===== src/rtl/perom_pkg.sv =====
// package for the expansion rom image setup block: offsets, fields, types
// assumes a register-access port with word indices and 32-bit data
package perom_pkg;
  // ----------------------------------------------------------------
  // register indices on the configuration/register port
  // ----------------------------------------------------------------
  localparam logic [7:0] CMD_STATUS_IDX  = 8'h01;
  localparam logic [7:0] ROM_BASE_IDX    = 8'h0c;
  localparam logic [7:0] ROM_CTRL_IDX    = 8'h20;
  localparam logic [7:0] MSG_CTRL_IDX    = 8'h21;
  localparam logic [7:0] MISC_CTRL2_IDX  = 8'h22;
  localparam logic [7:0] EEPROM_CTRL_IDX = 8'h23;
  localparam logic [7:0] PROD_DATA_IDX   = 8'h24;
  localparam logic [7:0] MEM_BASE_IDX    = 8'h04;
  // relocated memory base offset (byte 018h as word index)
  localparam logic [7:0] MEM_BASE_RELOC  = 8'h06;
  // ----------------------------------------------------------------
  // field positions
  // ----------------------------------------------------------------
  localparam int MEM_SPACE_BIT = 1;
  localparam int IMAGE_EN_BIT  = 0;
  localparam int HOST_OFF_BIT  = 0;
  localparam int MSG_ON_BIT    = 0;
  localparam int WIDTH_LO      = 0;
  localparam int BLOCK_LO      = 4;
  localparam int TCODE_LO      = 8;
  localparam int UPPER_LO      = 16;
  localparam logic [31:0] ZERO_WORD = 32'h0000_0000;
  localparam logic        HOST_OFF_RESET = 1'b1;
  // ----------------------------------------------------------------
  // types
  // ----------------------------------------------------------------
  typedef struct packed {
    logic [15:0] translationField;
    logic [3:0]  transferCode;
    logic [2:0]  romBlockSize;
    logic [1:0]  romWidthField;
  } perom_load_t;
  typedef struct packed {
    logic        wr;
    logic        rd;
    logic [7:0]  idx;
    logic [31:0] data;
  } perom_req_t;
endpackage


===== src/rtl/perom_setup.sv =====
// expansion rom image setup: config registers, rom hit decode, translation
// assumes host requests arrive synchronous to mclk from the pci target logic
//
// Operation
// - rom base address held in bits 31..16 of rom base register
// - image answers only while its enable bit is set
// - two-bit rom width field, read only, loaded from eeprom
// - three-bit block size field, read only, loaded from eeprom
// - transfer code lines driven from read-only four-bit eeprom field
// - translation address in bits 31..16 of rom control, eeprom loaded
// - rom base address can be loaded from eeprom at start-up
// - host access blocked while host-off bit set, accepted once cleared
// - messaging-unit on relocates memory base register to offset 018h
// - eeprom programmed through control register, product data writes
`timescale 1ns/1ps
module perom_setup
(
  input  wire logic                 mclk,
  input  wire logic                 rst,
  input  wire perom_pkg::perom_req_t hostReq,
  input  wire perom_pkg::perom_req_t localReq,
  input  wire logic                 eepLoad,
  input  wire perom_pkg::perom_load_t eepData,
  input  wire logic [15:0]          eepBase,
  input  wire logic                 memValid,
  input  wire logic [31:0]          memAddr,
  output logic [31:0]               rdData,
  output logic                      rdAck,
  output logic                      hostRetry,
  output logic                      romHit,
  output logic [31:0]               romAddr,
  output logic [3:0]                transferCodeLines,
  output logic                      eepWrite,
  output logic [31:0]               eepWriteData
);
  // ----------------------------------------------------------------
  // state
  // ----------------------------------------------------------------
  logic        memorySpaceEnable_reg;
  logic [15:0] romBase_reg;
  logic        imageEnable_reg;
  perom_pkg::perom_load_t romCtl_reg;
  logic        hostAccessOff_reg;
  logic        messagingUnitOn_reg;
  logic [31:0] memBase_reg;
  logic        hostOk;
  logic        hostWr;
  logic        hostRd;
  logic [7:0]  memBaseIdx;
  logic [7:0]  rdIdx;

  // host blocked while host-off set; local side always allowed
  assign hostOk = ~hostAccessOff_reg;
  assign hostWr = hostReq.wr & hostOk;
  assign hostRd = hostReq.rd & hostOk;
  // memory base register moves when messaging unit is on
  assign memBaseIdx = messagingUnitOn_reg ? perom_pkg::MEM_BASE_RELOC
                                          : perom_pkg::MEM_BASE_IDX;
  // host read wins the shared read index over a local read
  assign rdIdx = hostRd ? hostReq.idx : localReq.idx;

  // command register memory-space gate, written by host or local side
  always_ff @(posedge mclk)
  begin
    if (rst)
      memorySpaceEnable_reg <= 1'b0;
    else if (hostWr && hostReq.idx == perom_pkg::CMD_STATUS_IDX)
      memorySpaceEnable_reg <= hostReq.data[perom_pkg::MEM_SPACE_BIT];
    else if (localReq.wr && localReq.idx == perom_pkg::CMD_STATUS_IDX)
      memorySpaceEnable_reg <= localReq.data[perom_pkg::MEM_SPACE_BIT];
  end

  // rom base: eeprom load wins so start-up config is never lost
  always_ff @(posedge mclk)
  begin
    if (rst)
    begin
      romBase_reg     <= 16'h0000;
      imageEnable_reg <= 1'b0;
    end
    else if (eepLoad)
      romBase_reg <= eepBase;
    else if (hostWr && hostReq.idx == perom_pkg::ROM_BASE_IDX)
    begin
      romBase_reg     <= hostReq.data[31:perom_pkg::UPPER_LO];
      imageEnable_reg <= hostReq.data[perom_pkg::IMAGE_EN_BIT];
    end
  end

  // read-only rom control fields, only the eeprom load changes them
  always_ff @(posedge mclk)
  begin
    if (rst)
      romCtl_reg <= '0;
    else if (eepLoad)
      romCtl_reg <= eepData;
  end

  // local-only control bits: host-off and messaging unit enable
  always_ff @(posedge mclk)
  begin
    if (rst)
    begin
      hostAccessOff_reg   <= perom_pkg::HOST_OFF_RESET;
      messagingUnitOn_reg <= 1'b0;
    end
    else if (localReq.wr)
    begin
      if (localReq.idx == perom_pkg::MISC_CTRL2_IDX)
        hostAccessOff_reg <= localReq.data[perom_pkg::HOST_OFF_BIT];
      else if (localReq.idx == perom_pkg::MSG_CTRL_IDX)
        messagingUnitOn_reg <= localReq.data[perom_pkg::MSG_ON_BIT];
    end
  end

  // memory base register at whichever offset is current
  always_ff @(posedge mclk)
  begin
    if (rst)
      memBase_reg <= perom_pkg::ZERO_WORD;
    else if (hostWr && hostReq.idx == memBaseIdx)
      memBase_reg <= hostReq.data;
  end

  // eeprom write pulse from control or product-data register writes
  always_ff @(posedge mclk)
  begin
    if (rst)
    begin
      eepWrite     <= 1'b0;
      eepWriteData <= perom_pkg::ZERO_WORD;
    end
    else
    begin
      eepWrite <= (localReq.wr && localReq.idx == perom_pkg::EEPROM_CTRL_IDX)
                | (hostWr && hostReq.idx == perom_pkg::PROD_DATA_IDX);
      if (hostWr && hostReq.idx == perom_pkg::PROD_DATA_IDX)
        eepWriteData <= hostReq.data;
      else if (localReq.wr)
        eepWriteData <= localReq.data;
    end
  end

  // read mux: host read has priority; unmapped reads return zero
  always_ff @(posedge mclk)
  begin
    if (rst)
    begin
      rdData    <= perom_pkg::ZERO_WORD;
      rdAck     <= 1'b0;
      hostRetry <= 1'b0;
    end
    else
    begin
      rdAck     <= hostRd | localReq.rd;
      hostRetry <= (hostReq.rd | hostReq.wr) & ~hostOk;
      if (rdIdx == perom_pkg::CMD_STATUS_IDX)
        rdData <= {30'h0, memorySpaceEnable_reg, 1'b0};
      else if (rdIdx == perom_pkg::ROM_BASE_IDX)
        rdData <= {romBase_reg, 15'h0000, imageEnable_reg};
      else if (rdIdx == perom_pkg::ROM_CTRL_IDX)
        rdData <= {romCtl_reg.translationField, 4'h0,
                   romCtl_reg.transferCode, 1'b0, romCtl_reg.romBlockSize,
                   2'h0, romCtl_reg.romWidthField};
      else if (rdIdx == perom_pkg::MSG_CTRL_IDX)
        rdData <= {31'h0, messagingUnitOn_reg};
      else if (rdIdx == perom_pkg::MISC_CTRL2_IDX)
        rdData <= {31'h0, hostAccessOff_reg};
      else if (rdIdx == memBaseIdx)
        rdData <= memBase_reg;
      else
        rdData <= perom_pkg::ZERO_WORD;
    end
  end

  // ----------------------------------------------------------------
  // rom hit decode and address translation
  // ----------------------------------------------------------------
  // hit needs image on, memory space on and upper bits matching base
  always_ff @(posedge mclk)
  begin
    if (rst)
    begin
      romHit            <= 1'b0;
      romAddr           <= perom_pkg::ZERO_WORD;
      transferCodeLines <= 4'h0;
    end
    else
    begin
      romHit <= memValid & imageEnable_reg
              & memorySpaceEnable_reg & hostOk
              & (memAddr[31:perom_pkg::UPPER_LO] == romBase_reg);
      romAddr <= {romCtl_reg.translationField,
                  memAddr[perom_pkg::UPPER_LO-1:0]};
      transferCodeLines <= romCtl_reg.transferCode;
    end
  end
endmodule // perom_setup


===== config.mk =====
export PLATFORM = sky130hd
export DESIGN_NAME = perom_setup
export DESIGN_NICKNAME = d
export VERILOG_FILES = /design/src/rtl/perom_pkg.sv /design/src/rtl/perom_setup.sv
export SDC_FILE = /design/constraint.sdc
export NUM_CORES = 1
export LEC_CHECK = 0
export BUFFER_PORTS_ARGS = -buffer_cell sky130_fd_sc_hd__buf_4
export CAP_MARGIN = 20
export CORE_ASPECT_RATIO = 0.75
export CORE_UTILIZATION = 53
export CTS_CLUSTER_SIZE = 28
export DETAILED_ROUTE_END_ITERATION = 6
export PLACE_DENSITY = 0.92
export SLEW_MARGIN = 20
export SYNTH_ARGS = -nofsm -noshare
export SYNTH_HDL_FRONTEND = slang
export SYNTH_SLANG_ARGS = --single-unit
export TNS_END_PERCENT = 20

===== constraint.sdc =====
create_clock -name mclk -period 6.3 [get_ports mclk]
set_clock_uncertainty 0.15 [all_clocks]
set_input_delay 0.63 -clock mclk [delete_from_list [all_inputs] [get_ports mclk]]
set_output_delay 0.63 -clock mclk [all_outputs]
set_load 0.05 [all_outputs]

== After elaboration in Yosys (flattened, before gate mapping) ==
Index checks and enable logic that the tools add are counted.
Widths: inputs -> output; s select.

* Register bits: 181
* Latch bits: 0
* Memory bits (writable): 0
* ROM bits: 0
* Input bits: 161
* Output and inout bits: 104
* Memories: 0

* $add $sub $neg: 0
* Multipliers: 0
* Div/mod/pow operators: 0
* Order comparisons: 0
* Equality and inequality tests: 15
* Shifts and indexed selects: 0
* Muxes and demuxes: 14
* Bitwise operators: 14
* Reduce and logical (&&, ||, !) cells: 15

{| class="wikitable"
|+ Operator list
! cell !! number
|-
| $mux 32 || 7
|-
| $eq 8x6->1 const B || 7
|-
| $mux 16 || 2
|-
| $eq 8x1->1 const B || 3
|-
| $eq 16x16->1 || 1
|-
| $eq 8x3->1 || 2
|-
| $eq 8x4->1 const B || 2
|-
| $mux 8 || 1
|-
| $and 1x1->1 || 7
|-
| $reduce_or 7->1 || 1
|-
| $logic_and 1x1->1 || 6
|-
| $reduce_bool 2->1 || 3
|-
| $mux 2 || 2
|-
| $not 1->1 || 4
|-
| $reduce_and 2->1 || 2
|-
| $or 1x1->1 || 3
|-
| $reduce_and 3->1 || 1
|-
| $reduce_or 3->1 || 1
|-
| $mux 1 || 2
|-
| $reduce_or 2->1 || 1
|}

== Longest topological paths before layout ==
Gate-level depths: netlist (run 1).

* Depth after elaboration: 10
* Depth in mapped cells: 8

== Least setup slack after synthesis (run 1) ==
Ideal clock, no wire load.

* Path type: input to register
* Start: input port hostReq[36] (netlist bit)
* End: register rdData[21]
* Library setup time: 0.147 ns
* Arrival time: 2.002 ns
* Data required time: 6.003 ns
* Path slack: 4.002 ns
* Cell stages on the path: 7
* Path through: nor4_4 -> nand3_2 -> a211oi_2 -> or2_2 -> buf_4 -> buf_6 -> a211oi_2

* Cells in the longest elaborated chain, start to end: 7
* Elaborated cells on any way between the ends: 13
* Those cells by class: eq/ne (6); mux (6); reduce/logical (1)

{| class="wikitable"
|+ RTL lines
! element !! line !! text
|-
| start: declaration || perom_setup.sv:20 || <nowiki>input wire perom_pkg::perom_req_t hostReq,</nowiki>
|-
| $mux 8 (*) || perom_setup.sv:60 || <nowiki>assign rdIdx = hostRd ? hostReq.idx : localReq.idx;</nowiki>
|-
| $eq 8x3->1 || perom_setup.sv:169 || <nowiki>else if (rdIdx == memBaseIdx)</nowiki>
|-
| $mux 32 || perom_setup.sv:169 ||
|-
| $mux 32 || perom_setup.sv:167 || <nowiki>else if (rdIdx == perom_pkg::MISC_CTRL2_IDX)</nowiki>
|-
| $mux 32 || perom_setup.sv:165 || <nowiki>else if (rdIdx == perom_pkg::MSG_CTRL_IDX)</nowiki>
|-
| $mux 32 || perom_setup.sv:161 || <nowiki>else if (rdIdx == perom_pkg::ROM_CTRL_IDX)</nowiki>
|-
| $mux 32 || perom_setup.sv:159 || <nowiki>else if (rdIdx == perom_pkg::ROM_BASE_IDX)</nowiki>
|-
| end signal: assignment || perom_setup.sv:160 || <nowiki>rdData <= {romBase_reg, 15'h0000, imageEnable_reg};</nowiki>
|-
| end signal: assignment || perom_setup.sv:162 || <nowiki>rdData <= {romCtl_reg.translationField, 4'h0,</nowiki>
|-
| end signal: assignment || perom_setup.sv:166 || <nowiki>rdData <= {31'h0, messagingUnitOn_reg};</nowiki>
|-
| end: declaration || perom_setup.sv:27 || <nowiki>output logic [31:0] rdData,</nowiki>
|}

Mark *: on every way between the ends. The rest lies on a longest branch, timed or not.
A chain may end at the register's enable or synchronous reset.

== Worst setup path after layout (run 1) ==
* Start: register hostAccessOff_reg
* End: register rdData[30]

* Cells in the longest elaborated chain, start to end: 9
* Elaborated cells on any way between the ends: 15
* Those cells by class: eq/ne (6); mux (6); bitwise (2); reduce/logical (1)

{| class="wikitable"
|+ RTL lines
! element !! line !! text
|-
| start: declaration || perom_setup.sv:43 || <nowiki>logic hostAccessOff_reg;</nowiki>
|-
| start signal: assignment || perom_setup.sv:104 || <nowiki>hostAccessOff_reg <= perom_pkg::HOST_OFF_RESET;</nowiki>
|-
| start signal: assignment || perom_setup.sv:110 || <nowiki>hostAccessOff_reg <= localReq.data[perom_pkg::HOST_OFF_BIT];</nowiki>
|-
| $not 1->1 (*) || perom_setup.sv:53 || <nowiki>assign hostOk = ~hostAccessOff_reg;</nowiki>
|-
| $and 1x1->1 (*) || perom_setup.sv:55 || <nowiki>assign hostRd = hostReq.rd & hostOk;</nowiki>
|-
| $mux 8 (*) || perom_setup.sv:60 ||
|-
| $eq 8x3->1 || perom_setup.sv:169 ||
|-
| $mux 32 || perom_setup.sv:169 ||
|-
| $mux 32 || perom_setup.sv:167 ||
|-
| $mux 32 || perom_setup.sv:165 ||
|-
| $mux 32 || perom_setup.sv:161 ||
|-
| $mux 32 || perom_setup.sv:159 ||
|}

Marked as above.

==> results of run 1 <==
[Yosys cell counts, drive strengths merged, types with 2 or more instances]
| master | number | share of area |
|---|---|---|
| dfxtp | 181 | 0.50 |
| mux2 | 18 | 0.028 |
| nor3 | 2 | 0.0014 |
| o21ai | 2 | 0.0014 |
| mux2i | 77 | 0.11 |
| nor2 | 97 | 0.050 |
| nand2b | 2 | 0.0017 |
| or2 | 2 | 0.0017 |
| xnor2 | 4 | 0.0048 |
| nor2b | 39 | 0.033 |
| inv | 6 | 0.0031 |
| nand4 | 4 | 0.0043 |
| and3 | 15 | 0.013 |
| a32oi | 16 | 0.019 |
| nand2 | 66 | 0.034 |
| a21o | 2 | 0.0021 |
| a32o | 8 | 0.011 |
| nand3 | 6 | 0.0055 |
| clkbuf | 34 | 0.018 |
| nor4 | 6 | 0.0081 |
| a21oi | 39 | 0.027 |
| xor2 | 13 | 0.016 |
| o211ai | 2 | 0.0021 |
| nor4bb | 2 | 0.0027 |
| a211oi | 54 | 0.071 |
| buf | 22 | 0.022 |
[kinds of logic after synthesis]
kind of cell	Yosys count	share of synthesized area
AND/OR/NAND/NOR	250	0.1665
XOR/XNOR	17	0.02039
AO/OA/AOI/OAI	129	0.1401
multiplexers	95	0.1338
buffers and inverters	62	0.04300
flip-flops	181	0.4961
[layout by cell type, fill, tap and decap left out, drive strengths merged, types with 8 or more instances in the layout]
cell type	n
clkbuf	17
nand2	66
a21oi	39
and3	15
a32o	8
mux2	18
inv	13
xor2	13
a32oi	16
mux2i	77
buf	271
a211oi	54
dfxtp	181
nor2	97
nor2b	39
[area by class of cell]
| type | instances | area, um^2 |
|---|---|---|
| clock inverters | 15 | 183.9 |
| multi-input cells | 491 | 3374 |
| well taps | 171 | 214.0 |
| inverters | 6 | 22.52 |
| clock buffers | 17 | 425.4 |
| fillers | 925 | 3308 |
| repair buffers | 271 | 2046 |
| flip-flops and latches | 181 | 3623 |
[worst paths after layout]
kind / start / end / cells past startpoint
worst max-delay path: hostAccessOff_reg / rdData[30] / 5
worst min-delay path: memAddr[2] / romAddr[2] / 2
worst max register to register: hostAccessOff_reg / rdData[30] / 5
worst min register to register: memBase_reg[13] / memBase_reg[13] / 2
[through the flow]
step / power, W / hold slack (ns) / cell area [um^2] / setup WS [ns] / util
floorplan: 0.001413 / 0.2819 / 7303 / 4.002 / -
global placement: 0.001560 / 0.2931 / 9254 / 3.198 / 0.7012
detailed placement: 0.001567 / 0.2947 / 9269 / 3.212 / 0.7023
global route: 0.002708 / 0.2537 / 9889 / 3.230 / 0.7493
CTS: 0.002632 / 0.2470 / 9878 / 3.322 / 0.7485
finish: 0.002621 / 0.2590 / 9889 / 3.368 / 0.7493
[power by group through the flow]
stage | registers [W] | logic, W | clock network [W]
6_report | 0.00121 | 0.000335 | 0.00108
2_1_floorplan | 0.00131 | 0.000105 | 0
5_1_grt | 0.00121 | 0.000355 | 0.00114
3_5_place_dp | 0.00123 | 0.000334 | 0
4_1_cts | 0.00121 | 0.000335 | 0.00109
3_3_place_gp | 0.00123 | 0.000328 | 0
[per-layer routing]
layer / global-route usage / wire length (um) / vias to the layer above
li1: - / - / 3042
met4: 0.1107 / 532 / 0
met1: 0.3517 / 8489 / 3031
met3: 0.08321 / 1772 / 40
met2: 0.4885 / 9872 / 284
met5: 0 / 0 / -
==> results.py, run 1 <==
metrics = {
    "global_routing": {
        "grt_pass1_wl_um": 31860,
        "grt_max_degree": 104,
        "antenna_found_initial": 0,
        "grtUsageTotal": 0.2923,
        "globalRouteOverflowTotal": 0,
        "grt_pass1_vias": 6297,
    },
    "synth": {
        "yosysWarnings": 0,
        "ys_async_sr_fraction": 0,
        "syn_area_um2": 7303,
        "synth-seq-cells": 181,
        "synth_flop_cell": "dfxtp_1",
        "avgSynthCellArea_um2": 9.950,
        "yosysSeqAreaShare": 0.4961,
        "synth_edf_count": 0,
        "syn_inst": 734,
        "synthDistinctLibCells": 53,
        "synth_nets": 895,
    },
    "placed_design": {
        "dpl.hpwl_um": 14390,
        "dp.cells": 1119,
        "port_buffers": 264,
        "gp_congestion": 0.8510,
    },
    "sta": {
        "setup-tns-final_ns": 0,
        "hold_viol": 0,
        "fin_crit_ns": 2.932,
        "clock.fmax_ghz": 0.3410,
        "timing.final.crit_share": 0.4655,
        "relSlewSlack": 0.2684,
        "tightest_slew_ns": 1.097,
        "setup-violations-final": 0,
        "maxSlewViolCount": 0,
        "rsz0062_at_grt": "no",
    },
    "power": {
        "p_sw_w": 0.0007220,
        "p_sw_frac": 0.2754,
        "intPower_w": 0.001899,
        "p_per_area_nw_per_um2": 265.1,
        "vdd.ir_drop.worst_mv": 0.1849,
        "pwr-share-clk": 0.412,
        "power_frac_seq": 0.460,
        "p_comb_frac": 0.128,
        "leakage_nw": 4.471,
    },
    "route": {
        "drc": 0,
        "vias": 6397,
        "routed_via_density": 5.553,
        "finalWirelength_um": 20670,
        "detail-route-antenna-nets": 0,
        "dr.pass1.iters": 5,
        "avgRoutedWirePerCell_um": 17.94,
        "drtIter0Drc": 352,
    },
    "clock_tree": {
        "clock-sinks": 181,
        "holdBufCountCts": 0,
        "post_cts_buffers": 0,
        "clkTransAtPathRegs_ns": 0.07,
        "cts_tree": "yes",
        "insertion_delay_ns": 0.43,
        "post_cts_resized": 0,
        "numCtsBuffers": 17,
        "ctsLongestPathBuffers": 2,
        "htreeDepth": 4,
        "root_buffer": "clkbuf_16",
    },
    "die": {
        "initial_core_util": 0.5534,
        "die_area_um2": 14260,
        "io_pins": 265,
        "fp.dieW_um": 137.5,
        "die_h_um": 103.7,
        "design.core.area_um2": 13200,
        "rows": 36,
    },
    "setup_path": {
        "end_kind": "register",
        "cp.required_ns": 6.50,
        "crit_path_max_incr_delay_ns": 0.85,
        "r2r_setup_slack_ns": 3.37,
        "cp_slowest_cell": "or2_1",
        "cp_max_fo": 26,
        "crit_family": "simple AND/OR/NAND/NOR gates",
        "worstSetupStartpointType": "register",
        "cp_num_buf_inv": 0,
        "path_cells": "nand2b_1 -> and4b_1 -> or2_1 -> a32oi_1 -> a211oi_2",
        "cp.arrival_ns": 3.13,
        "critPathKind": "reg -> reg",
    },
    "worst_hold_path": {
        "hold_class": "in -> reg",
    },
    "finish": {
        "nets": 1129,
        "synthToLayoutAreaGrowth_pct": 35.41,
        "antennaDiodeCount": 0,
        "final_cells": 1152,
        "layout-drive-gt1-share": 0.3558,
    },
    "run_status": {
        "outcome": "complete, no violations",
    },
    "job": {
        "maxCapViolations": 0,
    },
}
Note: power is estimated with default switching activity, not from simulation.
==> inputs of run 2 (changes only) <==
--- a/config.mk
+++ b/config.mk
@@ -8,10 +8,10 @@
 export BUFFER_PORTS_ARGS = -buffer_cell sky130_fd_sc_hd__buf_4
 export CAP_MARGIN = 20
 export CORE_ASPECT_RATIO = 0.75
-export CORE_UTILIZATION = 53
+export CORE_UTILIZATION = 45
 export CTS_CLUSTER_SIZE = 28
 export DETAILED_ROUTE_END_ITERATION = 6
-export PLACE_DENSITY = 0.92
+export PLACE_DENSITY = 0.84
 export SLEW_MARGIN = 20
 export SYNTH_ARGS = -nofsm -noshare
 export SYNTH_HDL_FRONTEND = slang
==> constraint.sdc (replaced) <==
create_clock -name mclk -period 2.4 [get_ports mclk]
set_clock_uncertainty 0.15 [all_clocks]
set_input_delay 0.24 -clock mclk [delete_from_list [all_inputs] [get_ports mclk]]
set_output_delay 0.24 -clock mclk [all_outputs]
set_load 0.05 [all_outputs]
==> results.py, run 2 (synthesis results as in run 1) <==
metrics = {
    "power": {
        "power_frac_seq": 0.459,
        "p_per_area_nw_per_um2": 623.9,
        "intPower_w": 0.004981,
        "vdd.ir_drop.worst_mv": 0.4227,
        "power_w": 0.006915,
        "leakage_nw": 4.952,
        "pwr-share-clk": 0.389,
        "p_comb_frac": 0.152,
        "p_sw_w": 0.001934,
        "p_sw_frac": 0.2797,
    },
    "worst_hold_path": {
        "hold_class": "in -> reg",
        "min_delay_worst_endpoint": "eepWriteData[19]",
        "min_from": "localReq[19]",
        "min_delay_path_depth": 3,
    },
    "sta": {
        "hold_viol": 0,
        "tightest_slew_ns": 0.7689,
        "maxSlewViolCount": 0,
        "relSlewSlack": 0.4874,
        "setup-tns-final_ns": 0,
        "setup-violations-final": 0,
        "clock.fmax_ghz": 0.4371,
        "timing.hold.ws_ns": 0.009138,
        "rsz0062_at_grt": "no",
        "fin_crit_ns": 2.288,
        "timing.final.crit_share": 0.9532,
    },
    "finish": {
        "antennaDiodeCount": 0,
        "fin_area_um2": 11080,
        "layout-drive-gt1-share": 0.3282,
        "synthToLayoutAreaGrowth_pct": 51.76,
        "final_cell_mix": "buf_4 (276), dfxtp_1 (181), dlygate4sd3_1 (105)",
        "nets": 1245,
        "final_common_cell": "buf_4",
        "final_cells": 1302,
    },
    "setup_path": {
        "r2r-start": "hostAccessOff_reg",
        "cp_slowest_cell": "dfxtp_1",
        "path_cells": "nand2b_1 -> buf_4 -> mux2_4 -> a211oi_4 -> buf_12 -> and2_2 -> and3_1",
        "end_kind": "register",
        "worstSetupStartpointType": "register",
        "cp.arrival_ns": 2.51,
        "cp.required_ns": 2.63,
        "r2r_cells": 7,
        "cp_max_fo": 26,
        "crit_path_max_incr_delay_ns": 0.41,
        "r2r_setup_slack_ns": 0.11,
        "r2r-end": "rdData[12]",
        "critPathKind": "reg -> reg",
    },
    "clock_tree": {
        "htreeDepth": 4,
        "clkTransAtPathRegs_ns": 0.07,
        "insertion_delay_ns": 0.43,
        "ctsLongestPathBuffers": 2,
        "root_buffer": "clkbuf_16",
        "cts_tree": "yes",
        "post_cts_resized": 0,
        "clock-sinks": 181,
        "numCtsBuffers": 17,
    },
    "global_routing": {
        "grt_pass1_vias": 7143,
        "globalRouteOverflowTotal": 0,
        "grt_pass1_wl_um": 37720,
        "grtUsageTotal": 0.2944,
        "antenna_found_initial": 0,
        "grt_max_degree": 54,
    },
    "placed_design": {
        "dpl.hpwl_um": 15170,
        "dpl-instance-area_um2": 9469,
        "port_buffers": 264,
        "gp_congestion": 0.8984,
        "dp.cells": 1165,
    },
    "die": {
        "die_area_um2": 16750,
        "fp.dieW_um": 149.1,
        "io_pins": 265,
        "design.core.area_um2": 15520,
        "initial_core_util": 0.4706,
        "rows": 39,
        "die_h_um": 112.3,
    },
    "route": {
        "drtIter0Drc": 330,
        "detail-route-antenna-nets": 0,
        "vias": 6919,
        "finalWirelength_um": 24280,
        "dr.pass1.iters": 5,
        "avgRoutedWirePerCell_um": 18.65,
        "routed_via_density": 5.314,
        "drc": 0,
    },
    "job": {
        "maxCapViolations": 0,
    },
    "run_status": {
        "outcome": "complete, no violations",
    },
}
-- run 2: changes by cell type in the layout (fill, tap and decap cells not counted), moves of 2 or more --
| cell | change |
|---|---|
| buf_12 | +6 |
| buf_4 | +7 |
| clkinv_8 | -3 |
| clkinvlp_4 | +3 |
| dlygate4sd3_1 | +105 |
| inv_8 | +2 |
-- run 2: worst max-delay path: cells and delay by family, from the launching register on --
family	cells	cell delay (ns)
mux	1	0.33
flops	1	0.41
compound gates	1	0.21
buf+inv	2	0.42
simple gates	3	0.69
-- run 2: final cells by class --
cell class / count / area [um^2]
fillers: 1086 / 4434
repair buffers: 387 / 3243
inverters: 6 / 22.52
clock buffers: 17 / 425.4
flip-flops and latches: 181 / 3623
clock inverters: 15 / 137.6
well taps: 205 / 256.5
multi-input cells: 491 / 3374
-- run 2: power by group through the flow --
stage / logic, W / clock network, W / registers, W
2_1_floorplan: 0.000274 / 0 / 0.00344
3_3_place_gp: 0.000882 / 0 / 0.00323
3_5_place_dp: 0.000892 / 0 / 0.00324
4_1_cts: 0.00103 / 0.00273 / 0.00317
5_1_grt: 0.00111 / 0.00287 / 0.00318
6_report: 0.00105 / 0.00269 / 0.00318
-- run 2: worst max-delay path by stage --
stage | startpoint | endpoint | cells past startpoint
floorplan | hostAccessOff_reg | rdData[21] | 8
global placement | hostAccessOff_reg | rdData[12] | 7
detailed placement | hostAccessOff_reg | rdData[21] | 7
CTS | hostAccessOff_reg | rdData[21] | 7
global route | hostAccessOff_reg | rdData[21] | 7
finish | hostAccessOff_reg | rdData[12] | 7
-- run 2: metal layers --
metal | wire [um] | share of wire | up-vias | track usage
met1 | 9624 | 0.40 | 3279 | 0.3431
met2 | 12180 | 0.50 | 303 | 0.5184
met4 | 559 | 0.023 | 0 | 0.1027
met5 | 0 | 0 | - | 0
li1 | - | - | 3291 | -
met3 | 1914 | 0.079 | 46 | 0.07886
-- run 2: what timing repair did --
item	4_1_cts	5_1_grt
hold endpoints to repair	128	0
buffers inserted	0	0
hold buffers	105	0
-- run 2: through the flow --
step / utilization / setup WS, ns
floorplan: - / 0.3128
detailed placement: 0.6102 / 0.1640
global route: 0.7142 / 0.008300
global placement: 0.6102 / 0.2216
CTS: 0.7142 / 0.1381
finish: 0.7142 / 0.1124
